### src/core/lcs_pkg.sv
// Package for the charge sequencer: timing counts, carriers and rule notes
// Functional notes
// - After power-up show red, green, yellow, then all indicators off.
// - Each power-up indicator step lasts 500 ms of oscillator time.
// - After power-up stay idle until the active-low enable shows a pack.
// - On enable wait a 500 ms settling delay before verifying connection.
// - During verification limit current to trickle and release voltage clamp.
// - If sense still reads open after 70 ms, end attempt, output off.
// - When no battery is found, do not charge and keep indicators dark.
// - After connection is confirmed, check for short before any charging.
// - Below-1V still set after 384 oscillator cycles: stop, flash yellow.
// - With no fault, enter trickle mode and light the red indicator.
// - Each charge cycle starts at 10 percent current until above min voltage.
// - Not above 2.8 V within one eighth of time limit: stop, flash yellow.
// - Past the minimum fast-charge voltage, turn the pass element fully on.
// - Constant current continues until the regulation voltage is reached.
// - At regulation voltage switch to constant voltage while current tapers.
// - Outside verification the output voltage is clamped to 4.2 V.
// - Current at end-of-charge level: indicator goes from red to green.
// - Charge time limit expiry also gives the end-of-charge indication.
// - After end, at recharge threshold, recharge to 4.2 V and low current.
// - Recharge repeats until enable is removed, which returns to idle.
// - While ambient temperature is out of range, do not charge.
// - Select the high ambient limit while charging, the low one otherwise.
// - Die temperature at 100 C requests reduced charge current.
package lcs_pkg;

	// Oscillator period in microseconds (nominal capacitor setting)
	localparam int unsigned OSC_PERIOD_US   = 3000;
	localparam int unsigned LED_STEP_MS     = 500;
	localparam int unsigned SETTLE_MS       = 500;
	localparam int unsigned VERIFY_MS       = 70;
	localparam int unsigned SHORT_TICKS     = 384;
	localparam int unsigned EOC_QUAL_TICKS  = 3;
	localparam int unsigned FLASH_HALF_TICKS = 100;
	// Charge time limit in ticks; default arbitrary, set from timing capacitor
	localparam int unsigned TIMEOUT_TICKS   = 24'h04CE00;
	localparam int unsigned TRICKLE_DIV_SH  = 3;

	localparam int unsigned CNT_W = 24;

	localparam logic [CNT_W-1:0] LED_STEP_TICKS =
		CNT_W'((LED_STEP_MS * 1000 + OSC_PERIOD_US - 1) / OSC_PERIOD_US);
	localparam logic [CNT_W-1:0] SETTLE_TICKS =
		CNT_W'((SETTLE_MS * 1000 + OSC_PERIOD_US - 1) / OSC_PERIOD_US);
	localparam logic [CNT_W-1:0] VERIFY_TICKS =
		CNT_W'((VERIFY_MS * 1000 + OSC_PERIOD_US - 1) / OSC_PERIOD_US);

	localparam int unsigned FLAG_W = 9;

	// Analog comparator flags
	typedef struct packed {
		logic open_sense;   // Battery sense reads open (near input supply)
		logic below_1v;     // Battery below short-circuit threshold
		logic above_fast_charge_min_voltage;   // Above fast_charge_min_voltage
		logic at_vreg;      // At charge_regulation_voltage
		logic below_eoc;    // Current below eoc_current_level
		logic at_recharge;  // Battery above recharge threshold
		logic amb_ok;       // Ambient temperature within selected limit
		logic die_hot;      // Die at foldback temperature
		logic supply_ok;    // input_supply_voltage above battery
	} lcs_flags_s;

	// Commands to the analog regulation loop
	typedef struct packed {
		logic out_en;       // Pass element enabled
		logic trickle;      // precondition_current level
		logic full_on;      // Pass element fully on (constant current)
		logic cv_mode;      // Hold constant voltage
		logic vclamp;       // Clamp output to 4.2 V
		logic foldback;     // Reduced current request
		logic amb_high_sel; // Select the higher ambient limit
	} lcs_cmd_s;

	typedef struct packed {
		logic red;
		logic grn;
	} lcs_led_s;

endpackage : lcs_pkg

### src/core/lcs_sync.sv
// Two-stage synchroniser for the comparator flags
`timescale 1ns/10ps
module lcs_sync
	import lcs_pkg::*;
(
	// Clock and reset
	input  wire logic        clk_i,
	input  wire logic        srst_i,
	input  wire logic        ce_i,
	// Flags
	input  wire lcs_flags_s  async_i,
	output lcs_flags_s       sync_o
);

	lcs_flags_s meta;

	always_ff @(posedge clk_i)
	begin
		if (srst_i)
		begin
			meta   <= '0;
			sync_o <= '0;
		end
		else if (ce_i)
		begin
			meta   <= async_i;
			sync_o <= meta;
		end
	end

endmodule : lcs_sync

### src/core/lcs_sequencer.sv
// Charge sequencer state machine for a single-cell charger
`timescale 1ns/10ps
module lcs_sequencer
	import lcs_pkg::*;
#(
	parameter logic [CNT_W-1:0] TIMEOUT_LIMIT = CNT_W'(TIMEOUT_TICKS)
)
(
	// Clock, reset, enable
	input  wire logic        clk_i,
	input  wire logic        srst_i,
	input  wire logic        ce_i,
	// Oscillator tick, one cycle per oscillator period
	input  wire logic        osc_tick_i,
	// Battery-present enable, active low
	input  wire logic        enable_n_i,
	// Comparator flags
	input  wire lcs_flags_s  flags_i,
	// Regulation loop commands
	output lcs_cmd_s         cmd_o,
	// Indicator drive (open drain: enable high sinks the LED)
	output logic             red_o,
	output logic             red_oe_o,
	output logic             grn_o,
	output logic             grn_oe_o,
	// Status
	output logic             fault_o,
	output logic             charging_o
);

	typedef enum logic [12:0] {
		ST_LED_RED  = 13'h0001,
		ST_LED_GRN  = 13'h0002,
		ST_LED_YEL  = 13'h0004,
		ST_IDLE     = 13'h0008,
		ST_SETTLE   = 13'h0010,
		ST_VERIFY   = 13'h0020,
		ST_SHORT    = 13'h0040,
		ST_TRICKLE  = 13'h0080,
		ST_CC       = 13'h0100,
		ST_CV       = 13'h0200,
		ST_DONE     = 13'h0400,
		ST_OPEN     = 13'h0800,
		ST_FAULT    = 13'h1000
	} lcs_state_e;

	lcs_state_e       state;
	lcs_state_e       next_state;
	lcs_flags_s       fl;
	logic [CNT_W-1:0] step_cnt;
	logic [CNT_W-1:0] chg_cnt;
	logic [2:0]       eoc_cnt;
	logic [7:0]       flash_cnt;
	logic             flash_on;
	logic             en_now;
	logic             chg_state;
	logic             restart;

	lcs_sync u_sync
	(
		.clk_i   (clk_i),
		.srst_i  (srst_i),
		.ce_i    (ce_i),
		.async_i (flags_i),
		.sync_o  (fl)
	);

	function automatic logic reached(input logic [CNT_W-1:0] cnt,
		input logic [CNT_W-1:0] lim);
		reached = (cnt >= lim - CNT_W'(1));
	endfunction : reached

	assign en_now    = ~enable_n_i;
	assign chg_state = (state == ST_TRICKLE) || (state == ST_CC)
		|| (state == ST_CV);
	assign restart   = (next_state != state);

	// Next-state decision
	always_comb
	begin
		next_state = state;
		case (state)
			ST_LED_RED:
				if (osc_tick_i && reached(step_cnt, LED_STEP_TICKS))
					next_state = ST_LED_GRN;
			ST_LED_GRN:
				if (osc_tick_i && reached(step_cnt, LED_STEP_TICKS))
					next_state = ST_LED_YEL;
			ST_LED_YEL:
				if (osc_tick_i && reached(step_cnt, LED_STEP_TICKS))
					next_state = ST_IDLE;
			ST_IDLE:
				if (en_now && fl.supply_ok && fl.amb_ok)
					next_state = ST_SETTLE;
			ST_SETTLE:
				if (osc_tick_i && reached(step_cnt, SETTLE_TICKS))
					next_state = ST_VERIFY;
			ST_VERIFY:
				if (osc_tick_i && reached(step_cnt, VERIFY_TICKS))
					next_state = fl.open_sense ? ST_OPEN
						: ST_SHORT;
			ST_SHORT:
				if (osc_tick_i
					&& reached(step_cnt, CNT_W'(SHORT_TICKS)))
					next_state = fl.below_1v ? ST_FAULT
						: ST_TRICKLE;
			ST_TRICKLE:
				if (fl.above_fast_charge_min_voltage)
					next_state = ST_CC;
				else if (osc_tick_i && reached(chg_cnt,
					TIMEOUT_LIMIT >> TRICKLE_DIV_SH))
					next_state = ST_FAULT;
			ST_CC:
				if (osc_tick_i && reached(chg_cnt, TIMEOUT_LIMIT))
					next_state = ST_DONE;
				else if (fl.at_vreg)
					next_state = ST_CV;
			ST_CV:
				if (osc_tick_i && reached(chg_cnt, TIMEOUT_LIMIT))
					next_state = ST_DONE;
				else if (eoc_cnt >= 3'(EOC_QUAL_TICKS))
					next_state = ST_DONE;
			// Recharge only once the cell has sagged to the threshold
			ST_DONE:
				if (!fl.at_recharge && fl.amb_ok)
					next_state = ST_TRICKLE;
			ST_OPEN,
			ST_FAULT:
				next_state = state;
			default:
				next_state = ST_IDLE;
		endcase
		// Ambient out of range pauses charging back to idle
		if (chg_state && !fl.amb_ok)
			next_state = ST_IDLE;
		// Pack removal returns every post-idle state to idle
		if (!en_now && (state != ST_LED_RED) && (state != ST_LED_GRN)
			&& (state != ST_LED_YEL))
			next_state = ST_IDLE;
	end

	always_ff @(posedge clk_i)
	begin
		if (srst_i)
			state <= ST_LED_RED;
		else if (ce_i)
			state <= next_state;
	end

	// Step counter restarts on every state change
	always_ff @(posedge clk_i)
	begin
		if (srst_i)
			step_cnt <= '0;
		else if (ce_i)
		begin
			if (restart)
				step_cnt <= '0;
			else if (osc_tick_i)
				step_cnt <= step_cnt + CNT_W'(1);
		end
	end

	// Charge time counter: cleared at a new attempt or recharge
	always_ff @(posedge clk_i)
	begin
		if (srst_i)
			chg_cnt <= '0;
		else if (ce_i)
		begin
			if (!chg_state)
				chg_cnt <= '0;
			else if (osc_tick_i && chg_cnt != '1)
				chg_cnt <= chg_cnt + CNT_W'(1);
		end
	end

	// End-of-charge qualification over several oscillator ticks
	always_ff @(posedge clk_i)
	begin
		if (srst_i)
			eoc_cnt <= '0;
		else if (ce_i)
		begin
			if (state != ST_CV || !fl.below_eoc || !fl.at_recharge)
				eoc_cnt <= '0;
			else if (osc_tick_i && eoc_cnt != 3'h7)
				eoc_cnt <= eoc_cnt + 3'h1;
		end
	end

	// Fault flash timer
	always_ff @(posedge clk_i)
	begin
		if (srst_i)
		begin
			flash_cnt <= '0;
			flash_on  <= 1'b0;
		end
		else if (ce_i && osc_tick_i)
		begin
			if (flash_cnt >= 8'(FLASH_HALF_TICKS - 1))
			begin
				flash_cnt <= '0;
				flash_on  <= ~flash_on;
			end
			else
				flash_cnt <= flash_cnt + 8'h01;
		end
	end

	// Indicator and command outputs, registered
	always_ff @(posedge clk_i)
	begin
		if (srst_i)
		begin
			red_oe_o   <= 1'b0;
			grn_oe_o   <= 1'b0;
			cmd_o      <= '0;
			fault_o    <= 1'b0;
			charging_o <= 1'b0;
		end
		else if (ce_i)
		begin
			case (next_state)
				ST_LED_RED: {red_oe_o, grn_oe_o} <= 2'h2;
				ST_LED_GRN: {red_oe_o, grn_oe_o} <= 2'h1;
				ST_LED_YEL: {red_oe_o, grn_oe_o} <= 2'h3;
				ST_SHORT,
				ST_TRICKLE,
				ST_CC,
				ST_CV:      {red_oe_o, grn_oe_o} <= 2'h2;
				ST_DONE:    {red_oe_o, grn_oe_o} <= 2'h1;
				ST_FAULT:   {red_oe_o, grn_oe_o}
					<= {flash_on, flash_on};
				ST_OPEN:    {red_oe_o, grn_oe_o} <= 2'h0;
				default:    {red_oe_o, grn_oe_o} <= 2'h0;
			endcase
			cmd_o.out_en  <= (next_state == ST_VERIFY)
				|| (next_state == ST_SHORT) || (next_state == ST_TRICKLE)
				|| (next_state == ST_CC) || (next_state == ST_CV);
			cmd_o.trickle <= (next_state == ST_VERIFY)
				|| (next_state == ST_SHORT)
				|| (next_state == ST_TRICKLE);
			cmd_o.full_on <= (next_state == ST_CC)
				|| (next_state == ST_CV);
			cmd_o.cv_mode <= (next_state == ST_CV);
			cmd_o.vclamp  <= (next_state != ST_VERIFY);
			cmd_o.foldback <= fl.die_hot;
			cmd_o.amb_high_sel <= (next_state == ST_TRICKLE)
				|| (next_state == ST_CC) || (next_state == ST_CV);
			fault_o    <= (next_state == ST_FAULT)
				|| (next_state == ST_OPEN);
			charging_o <= (next_state == ST_TRICKLE)
				|| (next_state == ST_CC) || (next_state == ST_CV);
		end
	end

	// Open-drain pins only ever sink
	assign red_o = 1'b0;
	assign grn_o = 1'b0;

endmodule : lcs_sequencer

### config.mk
export PLATFORM = sky130hd
export DESIGN_NAME = lcs_sequencer
export DESIGN_NICKNAME = d
export VERILOG_FILES = /design/src/core/lcs_pkg.sv /design/src/core/lcs_sync.sv /design/src/core/lcs_sequencer.sv
export SDC_FILE = /design/constraint.sdc
export NUM_CORES = 1
export LEC_CHECK = 0
export BUFFER_PORTS_ARGS = -buffer_cell sky130_fd_sc_hd__buf_4
export CAP_MARGIN = 20
export CORE_ASPECT_RATIO = 0.75
export CORE_MARGIN = 2
export CORE_UTILIZATION = 60
export CTS_CLUSTER_SIZE = 8
export DETAILED_ROUTE_END_ITERATION = 7
export PLACE_DENSITY = 0.89
export SLEW_MARGIN = 20
export SYNTH_ARGS = -nofsm -noshare
export SYNTH_HDL_FRONTEND = slang
export SYNTH_SLANG_ARGS = --single-unit
### constraint.sdc
create_clock -name clk_i -period 4.8 [get_ports clk_i]
set_input_delay 0.24 -clock clk_i [delete_from_list [all_inputs] [get_ports clk_i]]
set_output_delay 0.24 -clock clk_i [all_outputs]
set_load 0.03 [all_outputs]
==> results.toml, run 1 <==
[clocking]
clock-sinks = 101
postCtsResizedCells = 0
hold_buffers = 0
cts_inserted_buffers = 9
htreeDepth = 3
cts_buffer_depth = 2
clk_pin_slew_ns = 0.07
clkLatencyLatePin_ns = 0.35
cts-root-buf = "clkbuf_16"
cts_tree = "built"
postCtsSetupRepairBufs = 0

[yosys]
synth.avg_cell_area_um2 = 7.81
syn_inst = 739
yosys_most_used_dff = "dfxtp_1"
synth_edf_count = 0
yosysUniqueCellTypes = 69
netlist_area_um2 = 5770
synth_top_area_cell = "dfxtp_1"
yosysTopAreaCellShare = 0.350
synth-seq-cells = 101
seq_area_frac_synth = 0.350
async_flop_share = 0
yosys-top-cells-area = "dfxtp_1 35%, nor2_1 6.8%, a21oi_1 4.6%, mux2i_1 4.0%, nand2_1 3.6%"
synth_warnings = 0

[setup_path]
critPathLaunchType = "flip-flop"
setup.worst_path.start = "state[8]$_SDFFE_PP0P_"
timing.rr.end = "chg_cnt[17]$_SDFFE_PP0P_"
cp-end-kind = "flip-flop"
reg2regPathDepth = 9
r2r-start = "state[8]$_SDFFE_PP0P_"
crit_path_end = "chg_cnt[17]$_SDFFE_PP0P_"
crit_path_max_fanout = 13
critPathKind = "reg -> reg"
required_ns = 5.01
r2r_slack_ns = 1.01
cp_data_arrival_time_ns = 4.00

[sta]
drv_slew = 0
setup_viol = 0
setup_slack_ns = 1.01
clock_skew_ns = 0.00777
period_share = 0.791
tightest_slew_ns = 1.02
clock.fmax_mhz = 264
rsz0062_at_grt = "no"
final.min_clock_period_ns = 3.79
hold_violations = 0
setup_tns_ns = 0
relSlewSlack = 0.312

[grt]
grt_max_degree = 64
grt_usage = 0.288
antenna_found_initial = 0
grt-ovfl-total = 0
grt_pass1_vias = 4945
grt_pass1_wl_um = 23700

[pwr]
total_power_mw = 1.74
ir_worst_vdd_v = 0.000178
p_per_area_nw_per_um2 = 281
power_leakage_nw = 2.23

[route]
vias = 5548
wl_per_cell_um = 16.7
viasPerCell = 6.44
drt_first_iter_violations = 630
drt_wl_total_um = 14400
ant_nets = 0
drt_first_pass_iters = 5
post-route-drc-count = 0

[layout]
area_growth_pct = 7.26
multi_input_area_um2 = 3470
drive_above_1_share = 0.0967
diodes = 0
fin_nets = 752
fill_cells = 752
seq_area_um2 = 2020

[die]
io_pins = 27
rows = 30
die_y_um = 89.0
die_area_um2 = 10400
core_area_um2 = 9200
die_w_um = 117
start_util = 0.628

[run_status]
status = "finished, final reports clean"

[placed_design]
place.gp.congestion = 0.975
place.port_buffers = 24
dp_hpwl_um = 10200
pre_cts_slack_ns = 1.12

[flow_run]
cap_violations = 0

[min_path]
hold_class = "in -> reg"
==> through the flow <==
stage                     hold slack [ns]  area (um2)  utilization  instances
after floorplan                     0.387        5780            -        740
after global placement              0.459        5930        0.645        848
after detailed placement            0.464        5930        0.645        848
after CTS                           0.131        6190        0.673        862
after global routing                0.146        6190        0.673        862
final                               0.134        6190        0.673        862
==> cell usage after synthesis (2+ instances only) <==
master and number:
xor2_1 19, a41oi_1 2, nor3b_1 3, a21oi_1 53, nand2b_1 9, a21o_1 6, or4_1 15, nor3_1 25
o21a_1 4, xnor2_1 11, nand2_1 56, a211o_1 4, or2_2 8, ha_1 7, and3_1 15, dfxtp_1 101
a221oi_1 2, a211oi_1 10, a311oi_1 4, nand4_1 16, clkbuf_1 30, mux2i_1 23, nor4b_1 3, o31ai_1 15
buf_2 8, a31oi_1 5, or3_1 16, or4b_2 3, buf_6 3, nor2b_1 7, or4_4 2, o21ai_0 38
buf_4 3, inv_1 16, nor4_1 16, nand3_1 30, or3b_2 4, a22oi_1 2, a2111oi_0 3, buf_1 5
nor2_1 105, a31o_2 2, and2_1 4
==> cell families after synthesis <==
family          count (synthesis)  synth area share
mux                            23            0.0399
compound gates                168             0.189
fa+ha+maj                       7            0.0152
other cells                     1          0.000649
buf+inv                        65            0.0498
xor+xnor                       30            0.0455
flops                         101             0.350
simple gates                  344             0.310
==> how the worst min path moves through the flow <==
stage,endpoint,start,slack (ns),cells past startpoint
floorplan,u_sync.meta[0]$_SDFFE_PP0P_,flags_i[0],0.39,2
global placement,cmd_o[4]$_SDFFE_PP0P_,cmd_o[4]$_SDFFE_PP0P_,0.46,2
detailed placement,cmd_o[2]$_SDFFE_PP0P_,cmd_o[2]$_SDFFE_PP0P_,0.46,2
CTS,u_sync.meta[3]$_SDFFE_PP0P_,flags_i[3],0.13,3
global route,u_sync.meta[2]$_SDFFE_PP0P_,flags_i[2],0.15,3
finish,u_sync.meta[3]$_SDFFE_PP0P_,flags_i[3],0.13,3
==> state kept, by name, summed over array words and instances, names as in the netlist <==
name / count
charging_o: 1
u_sync.sync_o: 9
flash_cnt: 8
red_oe_o: 1
cmd_o: 6
step_cnt: 24
fault_o: 1
grn_oe_o: 1
chg_cnt: 24
flash_on: 1
eoc_cnt: 3
u_sync.meta: 9
state: 13
==> per-layer routing <==
metal	GRT usage	up-vias	part of all wire
met4	0.0834	0	0.012
met5	0	-	0
met1	0.393	2629	0.46
met3	0.0712	22	0.071
li1	-	2663	-
met2	0.456	234	0.45
==> placed cells by master (no fill, tap or decap), drive strengths merged, types with 5 or more instances in the layout <==
| cell type | synthesis | layout |
|---|---|---|
| nand4 | 16 | 16 |
| nor2 | 105 | 105 |
| and2 | 5 | 5 |
| mux2i | 23 | 23 |
| or2 | 8 | 8 |
| xnor2 | 11 | 11 |
| a21o | 6 | 6 |
| inv | 16 | 16 |
| xor2 | 19 | 19 |
| or4 | 17 | 17 |
| o31ai | 15 | 15 |
| nor2b | 7 | 7 |
| nor4 | 17 | 17 |
| nand3 | 30 | 30 |
| a211o | 5 | 5 |
| nand2b | 9 | 9 |
| o21ai | 39 | 39 |
| and3 | 15 | 15 |
| ha | 7 | 7 |
| a31oi | 5 | 5 |
| dfxtp | 101 | 101 |
| nand2 | 56 | 56 |
| a211oi | 10 | 10 |
| a21oi | 53 | 53 |
| or3 | 17 | 17 |
| nor3 | 26 | 26 |
| buf | 19 | 29 |
| clkbuf | 30 | 10 |
==> power by group <==
| group | switching (mW) | total [mW] | internal (mW) | leakage [nW] |
|---|---|---|---|---|
| combinational | 0.134 | 0.205 | 0.0710 | 1.28 |
| sequential | 0.0162 | 0.869 | 0.853 | 0.818 |
| clock | 0.307 | 0.666 | 0.359 | 0.130 |
==> worst max-delay path: stages (launching register included) <==
cell	delay, ns
dfxtp_1	0.67
nand2b_1	0.29
nand2_1	0.11
o211ai_1	0.55
o21ai_0	0.54
or2_2	0.47
nor3_1	0.57
nand3_1	0.18
xnor2_1	0.15
nor2b_1	0.12
==> layout make-up <==
type / count / share of cell area
inverters: 16 / 0.00970
multi-input cells: 574 / 0.560
flip-flops and latches: 101 / 0.326
clock buffers: 10 / 0.0386
well taps: 128 / 0.0259
clock inverters: 4 / 0.00424
repair buffers: 29 / 0.0352
(Power assumes the default switching activity.)
==> run 2: changes to the inputs <==
==> constraint.sdc (replaced) <==
create_clock -name clk_i -period 3.7 [get_ports clk_i]
set_input_delay 0.185 -clock clk_i [delete_from_list [all_inputs] [get_ports clk_i]]
set_output_delay 0.185 -clock clk_i [all_outputs]
set_load 0.03 [all_outputs]
==> results.toml, run 2 (synthesis results as in run 1) <==
[min_path]
hold_class = "in -> reg"

[placed_design]
place.port_buffers = 24
dpl_cell_area_um2 = 6100
place.gp.congestion = 1.05
dp_hpwl_um = 10700

[route]
vias = 5775
drt_first_pass_iters = 6
post-route-drc-count = 0
drt_wl_total_um = 15000
wl_per_cell_um = 16.9
viasPerCell = 6.53
drt_first_iter_violations = 606
ant_nets = 0

[layout]
final_cell_mix = "105 x nor2_1, 100 x dfxtp_1, 55 x nand2_1"
drive_above_1_share = 0.129
final_common_cell = "nor2_1"
fin_area_um2 = 6410
fin_nets = 773
diodes = 0
area_growth_pct = 11.0
largestRegisters = "chg_cnt (24), step_cnt (24), state (13)"

[clocking]
postCtsSetupRepairBufs = 0
cts-root-buf = "clkbuf_16"
hold_buffers = 0
clock-sinks = 101
cts_tree = "built"
clkLatencyLatePin_ns = 0.35
cts_buffer_depth = 2
cts_inserted_buffers = 9
htreeDepth = 3
clk_pin_slew_ns = 0.07
postCtsResizedCells = 0

[run_status]
status = "finished, final reports clean"

[setup_path]
cpPeakStageDelay_ns = 0.55
cp_common_cell = "o21ai_0"
cp_data_arrival_time_ns = 3.69
cp_num_buf_inv = 0
critPathLaunchType = "flip-flop"
cp_slowest_cell = "nor4_2"
path_delay_family = "compound AO/OA/AOI/OAI gates"
crit_path_max_fanout = 10
cp-end-kind = "flip-flop"
required_ns = 3.94
cp_cell_sequence = "nor4_2, nand2_1, a2111oi_0, o21ai_0, and2_1, o21ai_0, o2111ai_2, o311ai_0, xor2_1, nor2_1"
critPathKind = "reg -> reg"

[sta]
hold_violations = 0
final.min_clock_period_ns = 3.45
setup_tns_ns = 0
period_share = 0.933
setup_viol = 0
tightest_slew_ns = 0.587
drv_slew = 0
clock.fmax_mhz = 290
relSlewSlack = 0.608
clock_skew_ns = 0.00837

[grt]
grt-ovfl-total = 0
grt_max_degree = 57
antenna_found_initial = 0
grt_pass1_vias = 5240
grt_usage = 0.302
grt_pass1_wl_um = 25200

[pwr]
ir_worst_vdd_v = 0.000250
power_leakage_nw = 2.35
total_power_mw = 2.34
p_per_area_nw_per_um2 = 366

[flow_run]
cap_violations = 0

[die]
rows = 30
die_w_um = 117
io_pins = 27
die_area_um2 = 10400
die_y_um = 89.0
core_area_um2 = 9200
start_util = 0.628
[run 2: worst min-delay path, cell delays in order]
cell and delay [ns]:
buf_4 0.08, mux2i_1 0.05, nor2_1 0.07
[run 2: final cells by class]
type | count | area (um2)
multi-input combinational | 574 | 3480
fill | 760 | 2790
sequential | 101 | 2020
timing repair buffer | 50 | 388
clock buffer | 10 | 239
tap | 128 | 160
inverter | 16 | 60.1
clock inverter | 6 | 53.8
[run 2: path summary, 6_finish.rpt]
path	slack, ns	end	from	cells after the start
worst max register to register	0.25	step_cnt[2]$_SDFFE_PP0P_	state[6]$_SDFFE_PP0P_	10
worst max-delay path	0.25	step_cnt[2]$_SDFFE_PP0P_	state[6]$_SDFFE_PP0P_	10
worst min register to register	0.48	flash_cnt[1]$_SDFFE_PP0P_	flash_cnt[1]$_SDFFE_PP0P_	2
worst min-delay path	0.07	u_sync.meta[1]$_SDFFE_PP0P_	flags_i[1]	3
[run 2: stage by stage]
stage           util  hold slack [ns]  setup slack (ns)  std cells
2_1_floorplan      -            0.332             0.515        740
3_3_place_gp   0.663            0.420             0.345        869
3_5_place_dp   0.663            0.434             0.224        869
4_1_cts        0.695           0.0712             0.169        885
5_1_grt        0.697           0.0889          -0.00289        885
6_report       0.697           0.0740             0.249        885
[run 2: metal layers]
metal  track usage  vias to the layer above  wire (um)
met5             0                        -          0
met4        0.0941                        0        267
met1         0.407                     2759       6470
li1              -                     2719          -
met3        0.0753                       38       1300
met2         0.483                      259       6950
[run 2: power breakdown]
| part | leakage [nW] | switching [mW] | internal [mW] |
|---|---|---|---|
| sequential | 0.819 | 0.0145 | 1.11 |
| combinational | 1.39 | 0.192 | 0.113 |
| clock | 0.142 | 0.432 | 0.487 |
==> run 3: changes to the inputs <==
--- a/config.mk
+++ b/config.mk
@@ -5,6 +5,7 @@
 export SDC_FILE = /design/constraint.sdc
 export NUM_CORES = 1
 export LEC_CHECK = 0
+export ABC_AREA = 1
 export BUFFER_PORTS_ARGS = -buffer_cell sky130_fd_sc_hd__buf_4
 export CAP_MARGIN = 20
 export CORE_ASPECT_RATIO = 0.75
==> results.toml, run 3 <==
[run_status]
status = "finished, final reports clean"

[yosys]
yosys-top-cells-area = "dfxtp_1 31%, nand2_1 11%, nor2_1 7.8%, nand3_1 6.8%, inv_1 6.5%"
yosysUniqueCellTypes = 49
yosysMostFrequentCell = "nand2_1"
synth_top_family_by_area = "simple AND/OR/NAND/NOR gates"
seq_area_frac_synth = 0.306
synth_top_area_cell = "dfxtp_1"
synth-xor-area-share = 0.0305
synthMuxAreaShare = 0
yosys_most_used_dff = "dfxtp_1"
synthAdderAreaFrac = 0.0133
synth_warnings = 0
syn_inst = 1035
synth_compound_gate_area_share = 0.138
synth_simple_gate_area_share = 0.402
yosysTopAreaCellShare = 0.306
synthTopCellsByCount = "199 x nand2_1, 137 x nor2_1, 115 x inv_1"
synth.avg_cell_area_um2 = 6.38
synth-seq-cells = 101
netlist_area_um2 = 6610
synth_edf_count = 0
async_flop_share = 0

[layout]
drive_above_1_share = 0.0974
final_cell_mix = "199 x nand2_1, 137 x nor2_1, 115 x inv_1"
largestRegisters = "chg_cnt (24), step_cnt (24), state (13)"
seq_area_um2 = 2020
fin_nets = 1053
final_common_cell = "nand2_1"
diodes = 0
multi_input_area_um2 = 3860
area_growth_pct = 6.74
fill_cells = 983

[route]
drt_wl_total_um = 16800
ant_nets = 0
wl_per_cell_um = 14.3
post-route-drc-count = 0
vias = 6865
drt_first_pass_iters = 6
drt_first_iter_violations = 868
viasPerCell = 5.83

[grt]
grt_max_degree = 67
antenna_found_initial = 0
grt-ovfl-total = 0
grt_pass1_wl_um = 28200
grt_usage = 0.288
grt_pass1_vias = 5894

[die]
die_y_um = 94.9
rows = 33
io_pins = 27
die_area_um2 = 11900
die_w_um = 125
start_util = 0.611
core_area_um2 = 10800

[setup_path]
cp_data_arrival_time_ns = 3.44
critPathKind = "reg -> reg"
crit_path_max_fanout = 24
cp-end-kind = "flip-flop"
r2r_slack_ns = 0.54
critPathLaunchType = "flip-flop"
timing.rr.end = "step_cnt[11]$_SDFFE_PP0P_"
r2r-start = "step_cnt[0]$_SDFFE_PP0P_"
reg2regPathDepth = 18
required_ns = 3.98

[pwr]
ir_worst_vdd_v = 0.000234
power_leakage_nw = 3.17
p_per_area_nw_per_um2 = 333

[sta]
period_share = 0.853
clock.fmax_mhz = 317
setup_slack_ns = 0.543
tightest_slew_ns = 0.910
drv_slew = 0
clock_skew_ns = 0.0124
final.min_clock_period_ns = 3.16
setup_tns_ns = 0
hold_violations = 0
rsz0062_at_grt = "no"
relSlewSlack = 0.393
setup_viol = 0

[flow_run]
cap_violations = 0

[placed_design]
dp_hpwl_um = 12200
pre_cts_slack_ns = 0.658
place.gp.congestion = 1.01
place.port_buffers = 24

[clocking]
clk_pin_slew_ns = 0.07
cts_inserted_buffers = 9
cts_buffer_depth = 2
htreeDepth = 3
cts-root-buf = "clkbuf_16"
clkLatencyLatePin_ns = 0.35
postCtsSetupRepairBufs = 0
cts_tree = "built"
clock-sinks = 101
hold_buffers = 0
postCtsResizedCells = 0

[min_path]
min_to = "u_sync.meta[5]$_SDFFE_PP0P_"
hold_depth = 3
hold_class = "in -> reg"
worstHoldStart = "flags_i[5]"
-- run 3: layer usage --
metal,global-route usage,share of wire,vias to the layer above
li1,-,-,3418
met1,0.433,0.47,3075
met2,0.409,0.39,342
met3,0.0720,0.12,30
met4,0.0694,0.016,0
met5,0,0,-
-- run 3: critical path, stage by stage (launching register included) --
cell      delay [ns]
dfxtp_1         0.42
inv_1           0.09
ha_1            0.19
o21ai_0         0.22
nand2_1         0.08
nand2_1         0.06
nand2_1         0.04
o21ai_1         0.11
buf_4           0.19
inv_2           0.04
nand2_1         0.09
nand3_2         0.13
a21boi_2        0.17
nand2_1         0.07
nor2_1          0.15
nand3_1         0.17
nor2_4          0.50
nand4_1         0.18
a21oi_1         0.17
-- run 3: cell type report --
| class | count | area share |
|---|---|---|
| Timing Repair Buffer | 30 | 0.0319 |
| Multi-Input combinational cell | 763 | 0.548 |
| Inverter | 127 | 0.0687 |
| Clock buffer | 10 | 0.0325 |
| Sequential cell | 101 | 0.287 |
| Tap cell | 140 | 0.0248 |
| Clock inverter | 6 | 0.00763 |
-- run 3: where the power goes --
group          total (mW)  leakage [nW]  switching [mW]  internal (mW)
Clock               0.920         0.141           0.449          0.471
Sequential           1.14         0.821          0.0257           1.11
Combinational       0.293          2.20           0.208         0.0852
Total                2.35          3.17           0.683           1.67
-- run 3: cell families after synthesis --
group / after synthesis
AO/OA/AOI/OAI: 171
buffers and inverters: 172
XOR/XNOR: 23
adder cells (fa/ha/maj): 7
flip-flops: 101
other: 1
AND/OR/NAND/NOR: 560
-- run 3: worst max-delay path by stage --
stage                                   from                        end  slack, ns  cells past startpoint
floorplan           step_cnt[0]$_SDFFE_PP0P_  step_cnt[23]$_SDFFE_PP0P_       1.36                     19
finish              step_cnt[0]$_SDFFE_PP0P_  step_cnt[11]$_SDFFE_PP0P_       0.54                     18
CTS                 step_cnt[0]$_SDFFE_PP0P_  step_cnt[11]$_SDFFE_PP0P_       0.64                     18
global placement    step_cnt[0]$_SDFFE_PP0P_   step_cnt[0]$_SDFFE_PP0P_       0.73                     18
global route        step_cnt[0]$_SDFFE_PP0P_   step_cnt[3]$_SDFFE_PP0P_       0.23                     18
detailed placement  step_cnt[0]$_SDFFE_PP0P_  step_cnt[11]$_SDFFE_PP0P_       0.66                     18
-- run 3: per-stage QoR --
stage	instance area [um2]	power (mW)	utilization	hold slack [ns]	std cells
2_1_floorplan	6610	1.38	-	0.320	1036
4_1_cts	7050	2.36	0.652	0.0497	1177
3_3_place_gp	6770	1.44	0.626	0.409	1161
3_5_place_dp	6770	1.45	0.626	0.410	1161
5_1_grt	7050	2.43	0.652	0.0632	1177
6_report	7050	2.35	0.652	0.0487	1177
